`src/design/hio_pkg.sv`:
```
`default_nettype none
package hio_pkg;
  // ***********************************************************
  // Control word field positions (bit n is position 15 - n)
  // ***********************************************************
  localparam int unsigned CTL_W        = 16;
  localparam int unsigned POS_HALT_EN  = 12;
  localparam int unsigned POS_IDLE_EN  = 11;
  localparam int unsigned POS_SIG_EN   = 10;
  localparam int unsigned POS_DMA_LO   = 1;
  localparam int unsigned POS_DMA_HI   = 7;
  localparam int unsigned POS_GO       = 0;
  localparam logic [15:0] CTL_RESET    = 16'h0000;
  // ***********************************************************
  // Device select codes
  // ***********************************************************
  localparam int unsigned DS_W         = 8;
  localparam logic [7:0]  DS_RESET     = 8'h00;
  localparam logic [7:0]  DS_CTL       = 8'h02;
  localparam logic [7:0]  DS_TABLE     = 8'h05;
  localparam logic [7:0]  DS_HOST_LAST = 8'h06;
  localparam logic [7:0]  DS_BANK_0    = 8'h18;
  localparam logic [7:0]  DS_BANK_1    = 8'h19;
  localparam logic [7:0]  DS_IOP1_LO   = 8'h08;
  localparam logic [7:0]  DS_IOP1_HI   = 8'h0c;
  localparam logic [7:0]  DS_IOP2_LO   = 8'h10;
  localparam logic [7:0]  DS_IOP2_HI   = 8'h14;
  // Decoded class bits
  localparam int unsigned CLS_HOST     = 0;
  localparam int unsigned CLS_TABLE    = 1;
  localparam int unsigned CLS_BANK     = 2;
  localparam int unsigned CLS_IOP1     = 3;
  localparam int unsigned CLS_IOP2     = 4;
  localparam int unsigned CLS_W        = 5;
  // ***********************************************************
  // Host-side register offsets
  // ***********************************************************
  localparam logic [3:0]  HREG_CTL     = 4'h0;
  localparam logic [3:0]  HREG_FN      = 4'h4;
  localparam logic [3:0]  HREG_STAT    = 4'h8;
endpackage
`default_nettype wire

```
`src/design/hio_link_if.sv`:
```
`default_nettype none
// ***********************************************************
// Host to processor link
// ***********************************************************
interface hio_link_if;
  logic        ctl_wr;    // Host control write strobe
  logic [15:0] ctl_wdata; // Host control write data
  logic        fn_wr;     // Host function write strobe
  logic [15:0] fn_wdata;  // Host function write data
  logic [15:0] ctl_rdata; // Control word as read
  logic        irq;       // Host interrupt request
  modport dev  (input ctl_wr, ctl_wdata, fn_wr, fn_wdata, output ctl_rdata, irq);
  modport host (output ctl_wr, ctl_wdata, fn_wr, fn_wdata, input ctl_rdata, irq);
endinterface
`default_nettype wire

```
`src/design/hio_dev.sv`:
```
`default_nettype none
// ***********************************************************
// Processor end: control word, host interrupts, device select, table
// ***********************************************************
module hio_dev #(
  parameter int unsigned TBL_AW = 4,
  parameter int unsigned TBL_W  = 16
) (
  input  wire logic              clk_i,            // System clock
  input  wire logic              rst_i,            // Sync reset, high
  hio_link_if.dev                link,             // Host link
  input  wire logic              proc_load_device_select_op_i,      // Load device select op
  input  wire logic              proc_out_i,       // Output op to selected device
  input  wire logic [15:0]       proc_data_i,      // Processor data bus
  input  wire logic              proc_raise_sig_i, // Raise host signal op
  input  wire logic              proc_halted_i,    // Processor halted
  input  wire logic              dma_done_i,       // DMA transfer finished
  input  wire logic [TBL_AW-1:0] tbl_ptr_i,        // Table address pointer
  output logic [TBL_W-1:0]       tbl_out_o,        // Table output latch
  output logic [7:0]             dev_sel_o,        // Device select value
  output logic [4:0]             sel_class_o,      // Decoded device class
  output logic                   dma_go_o,         // DMA go bit
  output logic [6:0]             dma_ctl_o,        // DMA control bits
  output logic                   sig_pend_o        // Signal condition pending
);
  localparam int unsigned TBL_N = 1 << TBL_AW;

  typedef struct packed {
    logic [15:0]                  ctl;
    logic [7:0]                   dsel;
    logic [4:0]                   cls;
    logic                         sig;
    logic                         irq;
    logic [TBL_N-1:0][TBL_W-1:0]  ram;
    logic [TBL_W-1:0]             stg;
    logic [TBL_W-1:0]             tout;
  } hio_dev_st_t;

  hio_dev_st_t st_ff;
  hio_dev_st_t nxt_st;

  // Classify a device select value
  function automatic logic [4:0] hio_decode(input logic [7:0] ds);
    logic [4:0] c;
    c = '0;
    c[hio_pkg::CLS_HOST]  = (ds <= hio_pkg::DS_HOST_LAST) && (ds != hio_pkg::DS_TABLE);
    c[hio_pkg::CLS_TABLE] = (ds == hio_pkg::DS_TABLE);
    c[hio_pkg::CLS_BANK]  = (ds == hio_pkg::DS_BANK_0) || (ds == hio_pkg::DS_BANK_1);
    c[hio_pkg::CLS_IOP1]  = (ds >= hio_pkg::DS_IOP1_LO) && (ds <= hio_pkg::DS_IOP1_HI);
    c[hio_pkg::CLS_IOP2]  = (ds >= hio_pkg::DS_IOP2_LO) && (ds <= hio_pkg::DS_IOP2_HI);
    return c;
  endfunction

  // Merge a control write; go can only be set, signal bit by choice
  function automatic logic [15:0] hio_ctl_merge(input logic [15:0] cur,
                                                input logic [15:0] wd,
                                                input logic        keep_sig);
    logic [15:0] r;
    r = wd;
    r[hio_pkg::POS_GO] = cur[hio_pkg::POS_GO] | wd[hio_pkg::POS_GO];
    if (keep_sig) begin
      r[hio_pkg::POS_SIG_EN] = cur[hio_pkg::POS_SIG_EN];
    end
    return r;
  endfunction

  logic proc_ctl_wr;
  logic proc_tbl_wr;
  logic set_sig;
  logic clr_sig;
  logic [2:0] src;

  // ***********************************************************
  // Next state
  // ***********************************************************
  always_comb begin
    nxt_st = st_ff;
    proc_ctl_wr = proc_out_i && (st_ff.dsel == hio_pkg::DS_CTL);
    proc_tbl_wr = proc_out_i && st_ff.cls[hio_pkg::CLS_TABLE];
    // Signal condition: processor attempt sets only with enable already on
    set_sig = st_ff.ctl[hio_pkg::POS_SIG_EN] &&
              (proc_raise_sig_i || (proc_ctl_wr && proc_data_i[hio_pkg::POS_SIG_EN]));
    clr_sig = link.fn_wr || (proc_ctl_wr && !proc_data_i[hio_pkg::POS_SIG_EN]);
    if (set_sig) begin
      nxt_st.sig = 1'b1;
    end else if (clr_sig) begin
      nxt_st.sig = 1'b0;
    end
    // Control word: DMA finish drops go, writes follow
    if (dma_done_i) begin
      nxt_st.ctl[hio_pkg::POS_GO] = 1'b0;
    end
    if (link.ctl_wr) begin
      nxt_st.ctl = hio_ctl_merge(nxt_st.ctl, link.ctl_wdata, 1'b0);
    end else if (proc_ctl_wr) begin
      nxt_st.ctl = hio_ctl_merge(nxt_st.ctl, proc_data_i, 1'b1);
    end
    // Device select load and decode
    if (proc_load_device_select_op_i) begin
      nxt_st.dsel = proc_data_i[7:0];
    end
    nxt_st.cls = hio_decode(nxt_st.dsel);
    // Table write, then two-stage output path
    if (proc_tbl_wr) begin
      nxt_st.ram[tbl_ptr_i] = proc_data_i[TBL_W-1:0];
    end
    nxt_st.stg  = st_ff.ram[tbl_ptr_i];
    nxt_st.tout = st_ff.stg;
    // Host request: enabled sources ORed, level follows enables
    src[0] = nxt_st.ctl[hio_pkg::POS_HALT_EN] && proc_halted_i;
    src[1] = nxt_st.ctl[hio_pkg::POS_IDLE_EN] && !nxt_st.ctl[hio_pkg::POS_GO];
    src[2] = nxt_st.ctl[hio_pkg::POS_SIG_EN] && nxt_st.sig;
    nxt_st.irq = |src;
    if (rst_i) begin
      nxt_st      = '0;
      nxt_st.ctl  = hio_pkg::CTL_RESET;
      nxt_st.dsel = hio_pkg::DS_RESET;
      nxt_st.cls  = hio_decode(hio_pkg::DS_RESET);
    end
  end

  // ***********************************************************
  // State register
  // ***********************************************************
  always_ff @(posedge clk_i) begin
    st_ff <= nxt_st;
  end

  // Outputs straight from state
  assign link.ctl_rdata = st_ff.ctl;
  assign link.irq       = st_ff.irq;
  assign tbl_out_o      = st_ff.tout;
  assign dev_sel_o      = st_ff.dsel;
  assign sel_class_o    = st_ff.cls;
  assign dma_go_o       = st_ff.ctl[hio_pkg::POS_GO];
  assign dma_ctl_o      = st_ff.ctl[hio_pkg::POS_DMA_HI:hio_pkg::POS_DMA_LO];
  assign sig_pend_o     = st_ff.sig;
endmodule
`default_nettype wire

```
`src/flat_wrapper.sv`:
```
// flat-port wrapper written by rule: the top's interface ports become plain ports
module hio_dev_flat 
#(
  parameter int unsigned TBL_AW = 4,
  parameter int unsigned TBL_W  = 16
)
  (clk_i, rst_i, proc_load_device_select_op_i, proc_out_i, proc_data_i, proc_raise_sig_i, proc_halted_i, dma_done_i, tbl_ptr_i, tbl_out_o, dev_sel_o, sel_class_o, dma_go_o, dma_ctl_o, sig_pend_o, link_ctl_wr, link_ctl_wdata, link_fn_wr, link_fn_wdata, link_ctl_rdata, link_irq);
  hio_link_if link_i ();
  input  wire logic clk_i;
  input  wire logic rst_i;
  input  wire logic proc_load_device_select_op_i;
  input  wire logic proc_out_i;
  input  wire logic [15:0] proc_data_i;
  input  wire logic proc_raise_sig_i;
  input  wire logic proc_halted_i;
  input  wire logic dma_done_i;
  input  wire logic [TBL_AW-1:0] tbl_ptr_i;
  output logic [TBL_W-1:0] tbl_out_o;
  output logic [7:0] dev_sel_o;
  output logic [4:0] sel_class_o;
  output logic dma_go_o;
  output logic [6:0] dma_ctl_o;
  output logic sig_pend_o;
  input wire logic [$bits(link_i.ctl_wr)-1:0] link_ctl_wr;
  input wire logic [$bits(link_i.ctl_wdata)-1:0] link_ctl_wdata;
  input wire logic [$bits(link_i.fn_wr)-1:0] link_fn_wr;
  input wire logic [$bits(link_i.fn_wdata)-1:0] link_fn_wdata;
  output wire logic [$bits(link_i.ctl_rdata)-1:0] link_ctl_rdata;
  output wire logic [$bits(link_i.irq)-1:0] link_irq;
  assign link_i.ctl_wr = link_ctl_wr;
  assign link_i.ctl_wdata = link_ctl_wdata;
  assign link_i.fn_wr = link_fn_wr;
  assign link_i.fn_wdata = link_fn_wdata;
  assign link_ctl_rdata = link_i.ctl_rdata;
  assign link_irq = link_i.irq;
  hio_dev #(.TBL_AW(TBL_AW), .TBL_W(TBL_W)) u_core (.clk_i(clk_i), .rst_i(rst_i), .link(link_i), .proc_load_device_select_op_i(proc_load_device_select_op_i), .proc_out_i(proc_out_i), .proc_data_i(proc_data_i), .proc_raise_sig_i(proc_raise_sig_i), .proc_halted_i(proc_halted_i), .dma_done_i(dma_done_i), .tbl_ptr_i(tbl_ptr_i), .tbl_out_o(tbl_out_o), .dev_sel_o(dev_sel_o), .sel_class_o(sel_class_o), .dma_go_o(dma_go_o), .dma_ctl_o(dma_ctl_o), .sig_pend_o(sig_pend_o));
endmodule
```
`config.mk`:
```
export PLATFORM = sky130hd
export DESIGN_NAME = hio_dev_flat
export DESIGN_NICKNAME = d
export VERILOG_FILES = /design/src/design/hio_pkg.sv /design/src/design/hio_link_if.sv /design/src/design/hio_dev.sv /design/src/flat_wrapper.sv
export SDC_FILE = /design/constraint.sdc
export NUM_CORES = 1
export LEC_CHECK = 0
export BUFFER_PORTS_ARGS = -buffer_cell sky130_fd_sc_hd__buf_2
export CORE_AREA = 2 2 228 208
export DETAILED_ROUTE_END_ITERATION = 8
export DIE_AREA = 0 0 230 210
export GPL_TIMING_DRIVEN = 0
export PLACE_DENSITY = 0.5
export SLEW_MARGIN = 20
export SYNTH_ARGS = -nofsm -noshare
export SYNTH_HDL_FRONTEND = slang
export SYNTH_SLANG_ARGS = --single-unit
export TNS_END_PERCENT = 20
```
`constraint.sdc`:
```
create_clock -name clk_i -period 1.6 [get_ports clk_i]
set_input_delay 0.08 -clock clk_i [delete_from_list [all_inputs] [get_ports clk_i]]
set_output_delay 0.08 -clock clk_i [all_outputs]
set_load 0.01 [all_outputs]
```
Word-level counts from Yosys, hierarchy flattened
Cells that the tools add are included. Widths: inputs -> output; s select.

Register bits after elaboration: 319. Bits in latches: 0. Memory bits (writable): 0. ROM bits: 0. Input bits: 61. Output and inout bits: 55. Word-level logic and storage cells: 68. Memories: 0.

Add/subtract/negate cells: 0. Multipliers: 0. Div/mod/pow operators: 0. Order comparisons: 7. Equal/unequal tests: 5. Shift-type cells: 0. Mux-type cells: 11. Bitwise operators: 2. Reductions and logical operators: 19.

Operators by type and width (count): $bwmux 256 (1); $bmux 16 s4 (1); $demux 16 s4 (1); $mux 16 (4); $eq 8x5->1 const B (2); $logic_and 1x1->1 (12); $eq 8x2->1 const B (1); $eq 8x3->1 const B (1); $ge 8x4->1 const B (1); $ge 8x5->1 const B (1); $le 8x3->1 const B (1); $le 8x4->1 const B (1); $le 8x5->1 const B (1); $mux 8 (1); $ne 8x3->1 const B (1); $lt 4x5->1 const B (1); $ge 4x1->1 const B (1); $logic_or 1x1->1 (3); $mux 1 (3); $reduce_or 3->1 (1); $logic_not 1->1 (2); $or 1x1->1 (2); $reduce_bool 2->1 (1).

Depth between registers and ports, before layout
Word-level depth: 8. Mapped depth: 8. Depth with buffers taken out: 4.

Least setup slack after synthesis
No wires, ideal clock.

Kind: input port to flip-flop. Start: in tbl_ptr_i[1]. End: reg u_core.st_ff[21] (netlist bit). Setup time: 0.115 ns. Arrival time: 1.497 ns. Data required time: 1.485 ns. Path slack: -0.012 ns. Stages: 6. Path buffers: 3. Path through: buf_6 buf_4 buf_2 mux4_2 mux4_2 and2_1.

Cells in the longest elaborated chain, start to end: 2.

RTL lines: from (decl) (line flat_wrapper.sv:17) `input wire logic [TBL_AW-1:0] tbl_ptr_i;`; $bmux 16 s4 (line hio_dev.sv:107) `nxt_st.stg = st_ff.ram[tbl_ptr_i];`; $mux 16 (implied by the code) (line hio_dev.sv:107); to (signal assigned) (line hio_dev.sv:126) `st_ff <= nxt_st;`; to (decl) (line hio_dev.sv:39) `hio_dev_st_t st_ff;`.

Every way passes these cells. The select of a mux whose other input is x is not followed. A chain may end at the register's enable or synchronous reset.

Final worst setup path
Start: reg u_core.st_ff[218] (netlist bit). End: reg u_core.st_ff[26] (netlist bit).

Cells in the longest elaborated chain, start to end: 2.

RTL lines (line): $bmux 16 s4 (hio_dev.sv:107); $mux 16 (implied by the code) (hio_dev.sv:107).

Every way passes these cells. The select of a mux whose other input is x is not followed.

==> metrics <==
status=complete, but fails checks; failing checks=negative setup slack; Worst slew margin=51.1%; Yosys cell types=46; Critical Path Source Type=flop; post-synthesis instance area=13,600 um^2; hold slack=0.0286 ns; Nets=1,759; register bit total from synthesis=approximately 320; leak pwr=5.97 nW; setup ws final=-0.115 ns; final-report max-slew violation count=0; die area=48,300 um^2; final WL=44.1 mm; RSZ-0062 raised after global routing=true; maximum vdd ir drop=~0.00057 V; final core utilization=36.7%; worst slew pin tran=0.733 ns; vias in the first global route=about 11k; syn nets=1,604; cell count of the worst reg-to-reg path=3; hold path startpoint=proc_data_i[15]; Tmin final=1.71 ns; # fillers=4,720; die height=between 200 and 250 um; area grow syn2layout=24.0%; via count=11.6k; Tot Pwr=17.9 mW; Syn. warnings=0; Required @ worst endpoint=2.02 ns; Starting Density=slightly below 30%; CP Class=reg -> reg; total track usage=18.2%; Max Freq=583 MHz; CP Capture Type=flop; Clk pwr share=approximately 49%; combinational power share=6.5%; Pwr Density=1060 nW/um^2; initial antenna violation count=2; n_diodes=0; DRC Markers=0; Pre-antenna DRT Iters=5; Critical Path AT=2.13 ns; Num CTS Buffers=36; clk sinks=319; clock slew at reported path FFs=approximately 0.060 ns; layout cells sized above 1=24.5%; Register Area=6420 um^2; Post-Syn Area per Cell=8.82 um^2; hold path depth=3; num rows=75; setup_tns=-0.929 ns; vias per inst=4.98; Worst Clk Skew=0.0213 ns; Clock Tree Buf Depth=3; global route overflow=0; Core ar.=46,000 um^2; DP HPWL=32.7 mm; largest net degree at the start of global routing=17; FF-to-FF Start=u_core.st_ff[218]; Net Sw Power=~4.2 mW; CP max FO=2; Worst Setup SP=u_core.st_ff[218]; dpl ws=-0.722 ns; post-synthesis sequential area ratio=46.9%; Max Cap Viol=0; Die Wd=230 um; Seq pwr share=44.8%; Clock Latency Late Sink=0.54 ns; Clock Tree Root=clkbuf_16; IO buf count=85; wire length per cell=18.9 um; # setup viols final=20; fin crit share=107%; H-tree Lvls=2; Final Wtd Congestion=a little over 0.9; Mapped Cells=1,543; CTS tree=done; global-route wire length before repair=67.3 mm; Internal Pwr Total=13.8 mW; Hold Fails Final Rpt=0; sw frac=23.3%; number of I/O pins=116; first-iteration detailed-routing DRC count=901; antenna-violating nets left=0; HP Class=in -> reg; multi-input logic area=6490 um^2
registers in the layout, indices dropped and copies added, names as in the netlist:
name / count
u_core.dev_sel_o: 8
u_core.tbl_out_o: 16
u_core.link.ctl_rdata: 16
u_core.sel_class_o: 5
u_core.st_ff: 272
u_core.sig_pend_o: 1
u_core.link.irq: 1
cell type report:
class                      instances  share of cell area [%]
timing repair buffer             122                    4.69
buffer                           180                    6.66
clock inverter                    14                    1.05
inverter                           6                   0.133
multi-input combinational       1033                    38.5
sequential                       319                    38.0
clock buffer                      50                    6.37
tap                              616                    4.57
cell usage in the layout, fill, tap and decap left out, drive strengths merged, types with 4 or more instances in the layout:
cell,netlist,layout
nor2,35,35
clkinv,1,8
mux2i,19,19
nor3,9,9
inv,5,5
mux4,80,80
and2,19,19
clkbuf,94,136
dlygate4sd3,0,27
nand3,21,21
dfxtp,319,319
nor2b,19,19
nor4,5,5
nand2,514,514
nand2b,4,4
o21ai,6,6
buf,91,189
a21oi,260,260
a211oi,12,12
bufinv,0,4
cell usage after synthesis (all sizes together):
cell type,instances,share of area [%]
nand4bb,1,0.083
mux2i,19,1.4
or3b,1,0.064
nor4bb,1,0.074
o21ai,6,0.22
clkbuf,94,2.6
a32o,1,0.074
nand2b,4,0.18
a211oi,12,0.66
o211ai,2,0.11
o31a,2,0.13
or2,1,0.046
and3,1,0.046
nand4b,2,0.13
and4bb,1,0.092
buf,91,4.7
nand4,2,0.14
nand3,21,0.77
or3,1,0.046
o21a,2,0.11
and2,19,0.87
and4b,2,0.15
clkinv,1,0.028
o311a,1,0.074
nor3,9,0.44
dfxtp,319,47
nand2,514,14
a32oi,1,0.064
o311ai,3,0.19
mux4,80,13
a21oi,260,9.6
and4,2,0.13
nor4,5,0.23
nand3b,1,0.055
nor2,35,0.97
nor2b,19,0.87
nor3b,1,0.055
inv,5,0.14
o31ai,1,0.055
power by group through the flow:
stage                     clock network (mW)  logic, mW  registers [mW]
after floorplan                            0      0.654            8.20
after CTS                               8.87       1.14            8.03
after detailed placement                   0       1.05            8.21
after global placement                     0       1.04            8.21
after global routing                    9.16       1.24            8.03
final                                   8.74       1.16            8.03
per-layer routing:
layer	GRT usage (%)	part of all wire, %
met1	25.9	47
met2	28.7	45
met3	2.35	5.4
met4	5.47	2.5
met5	0	0
worst max-delay path, cell delays in order (launching register included):
cell and delay (ns):
dfxtp_2 0.34, mux4_2 0.50, mux4_2 0.59, and2_4 0.18
worst paths after layout:
check / to / slack, ns
worst max-delay path: u_core.st_ff[26] / -0.11
worst min-delay path: u_core.st_ff[63] / 0.03
worst max register to register: u_core.st_ff[26] / -0.11
worst min register to register: u_core.tbl_out_o[4] / 0.43
kinds of logic (layout without fill, tap and decap cells):
| logic type | Yosys count | count (layout) | synth area share, % |
|---|---|---|---|
| buffers and inverters | 191 | 372 | 7.41 |
| AND/OR/NAND/NOR | 643 | 643 | 19.6 |
| AO/OA/AOI/OAI | 291 | 291 | 11.3 |
| multiplexers | 99 | 99 | 14.8 |
| flip-flops | 319 | 319 | 46.9 |
repair_timing:
| item | in CTS | in global routing |
|---|---|---|
| setup buffers | 6 | 3 |
| pin swaps | 11 | 15 |
| endpoints found under the hold margin | 50 | 0 |
| cloned | 0 | 1 |
| setup endpoints to repair | 262 | 182 |
| gates resized for setup | 102 | 75 |
| hold buffers | 27 | 0 |
stage by stage:
stage	std cells	cell area (um^2)
2_1_floorplan	1543	13600
3_3_place_gp	2244	14800
3_5_place_dp	2244	14800
4_1_cts	2337	16700
5_1_grt	2340	16900
6_report	2340	16900
No activity file was read; power rests on OpenSTA's default activity.
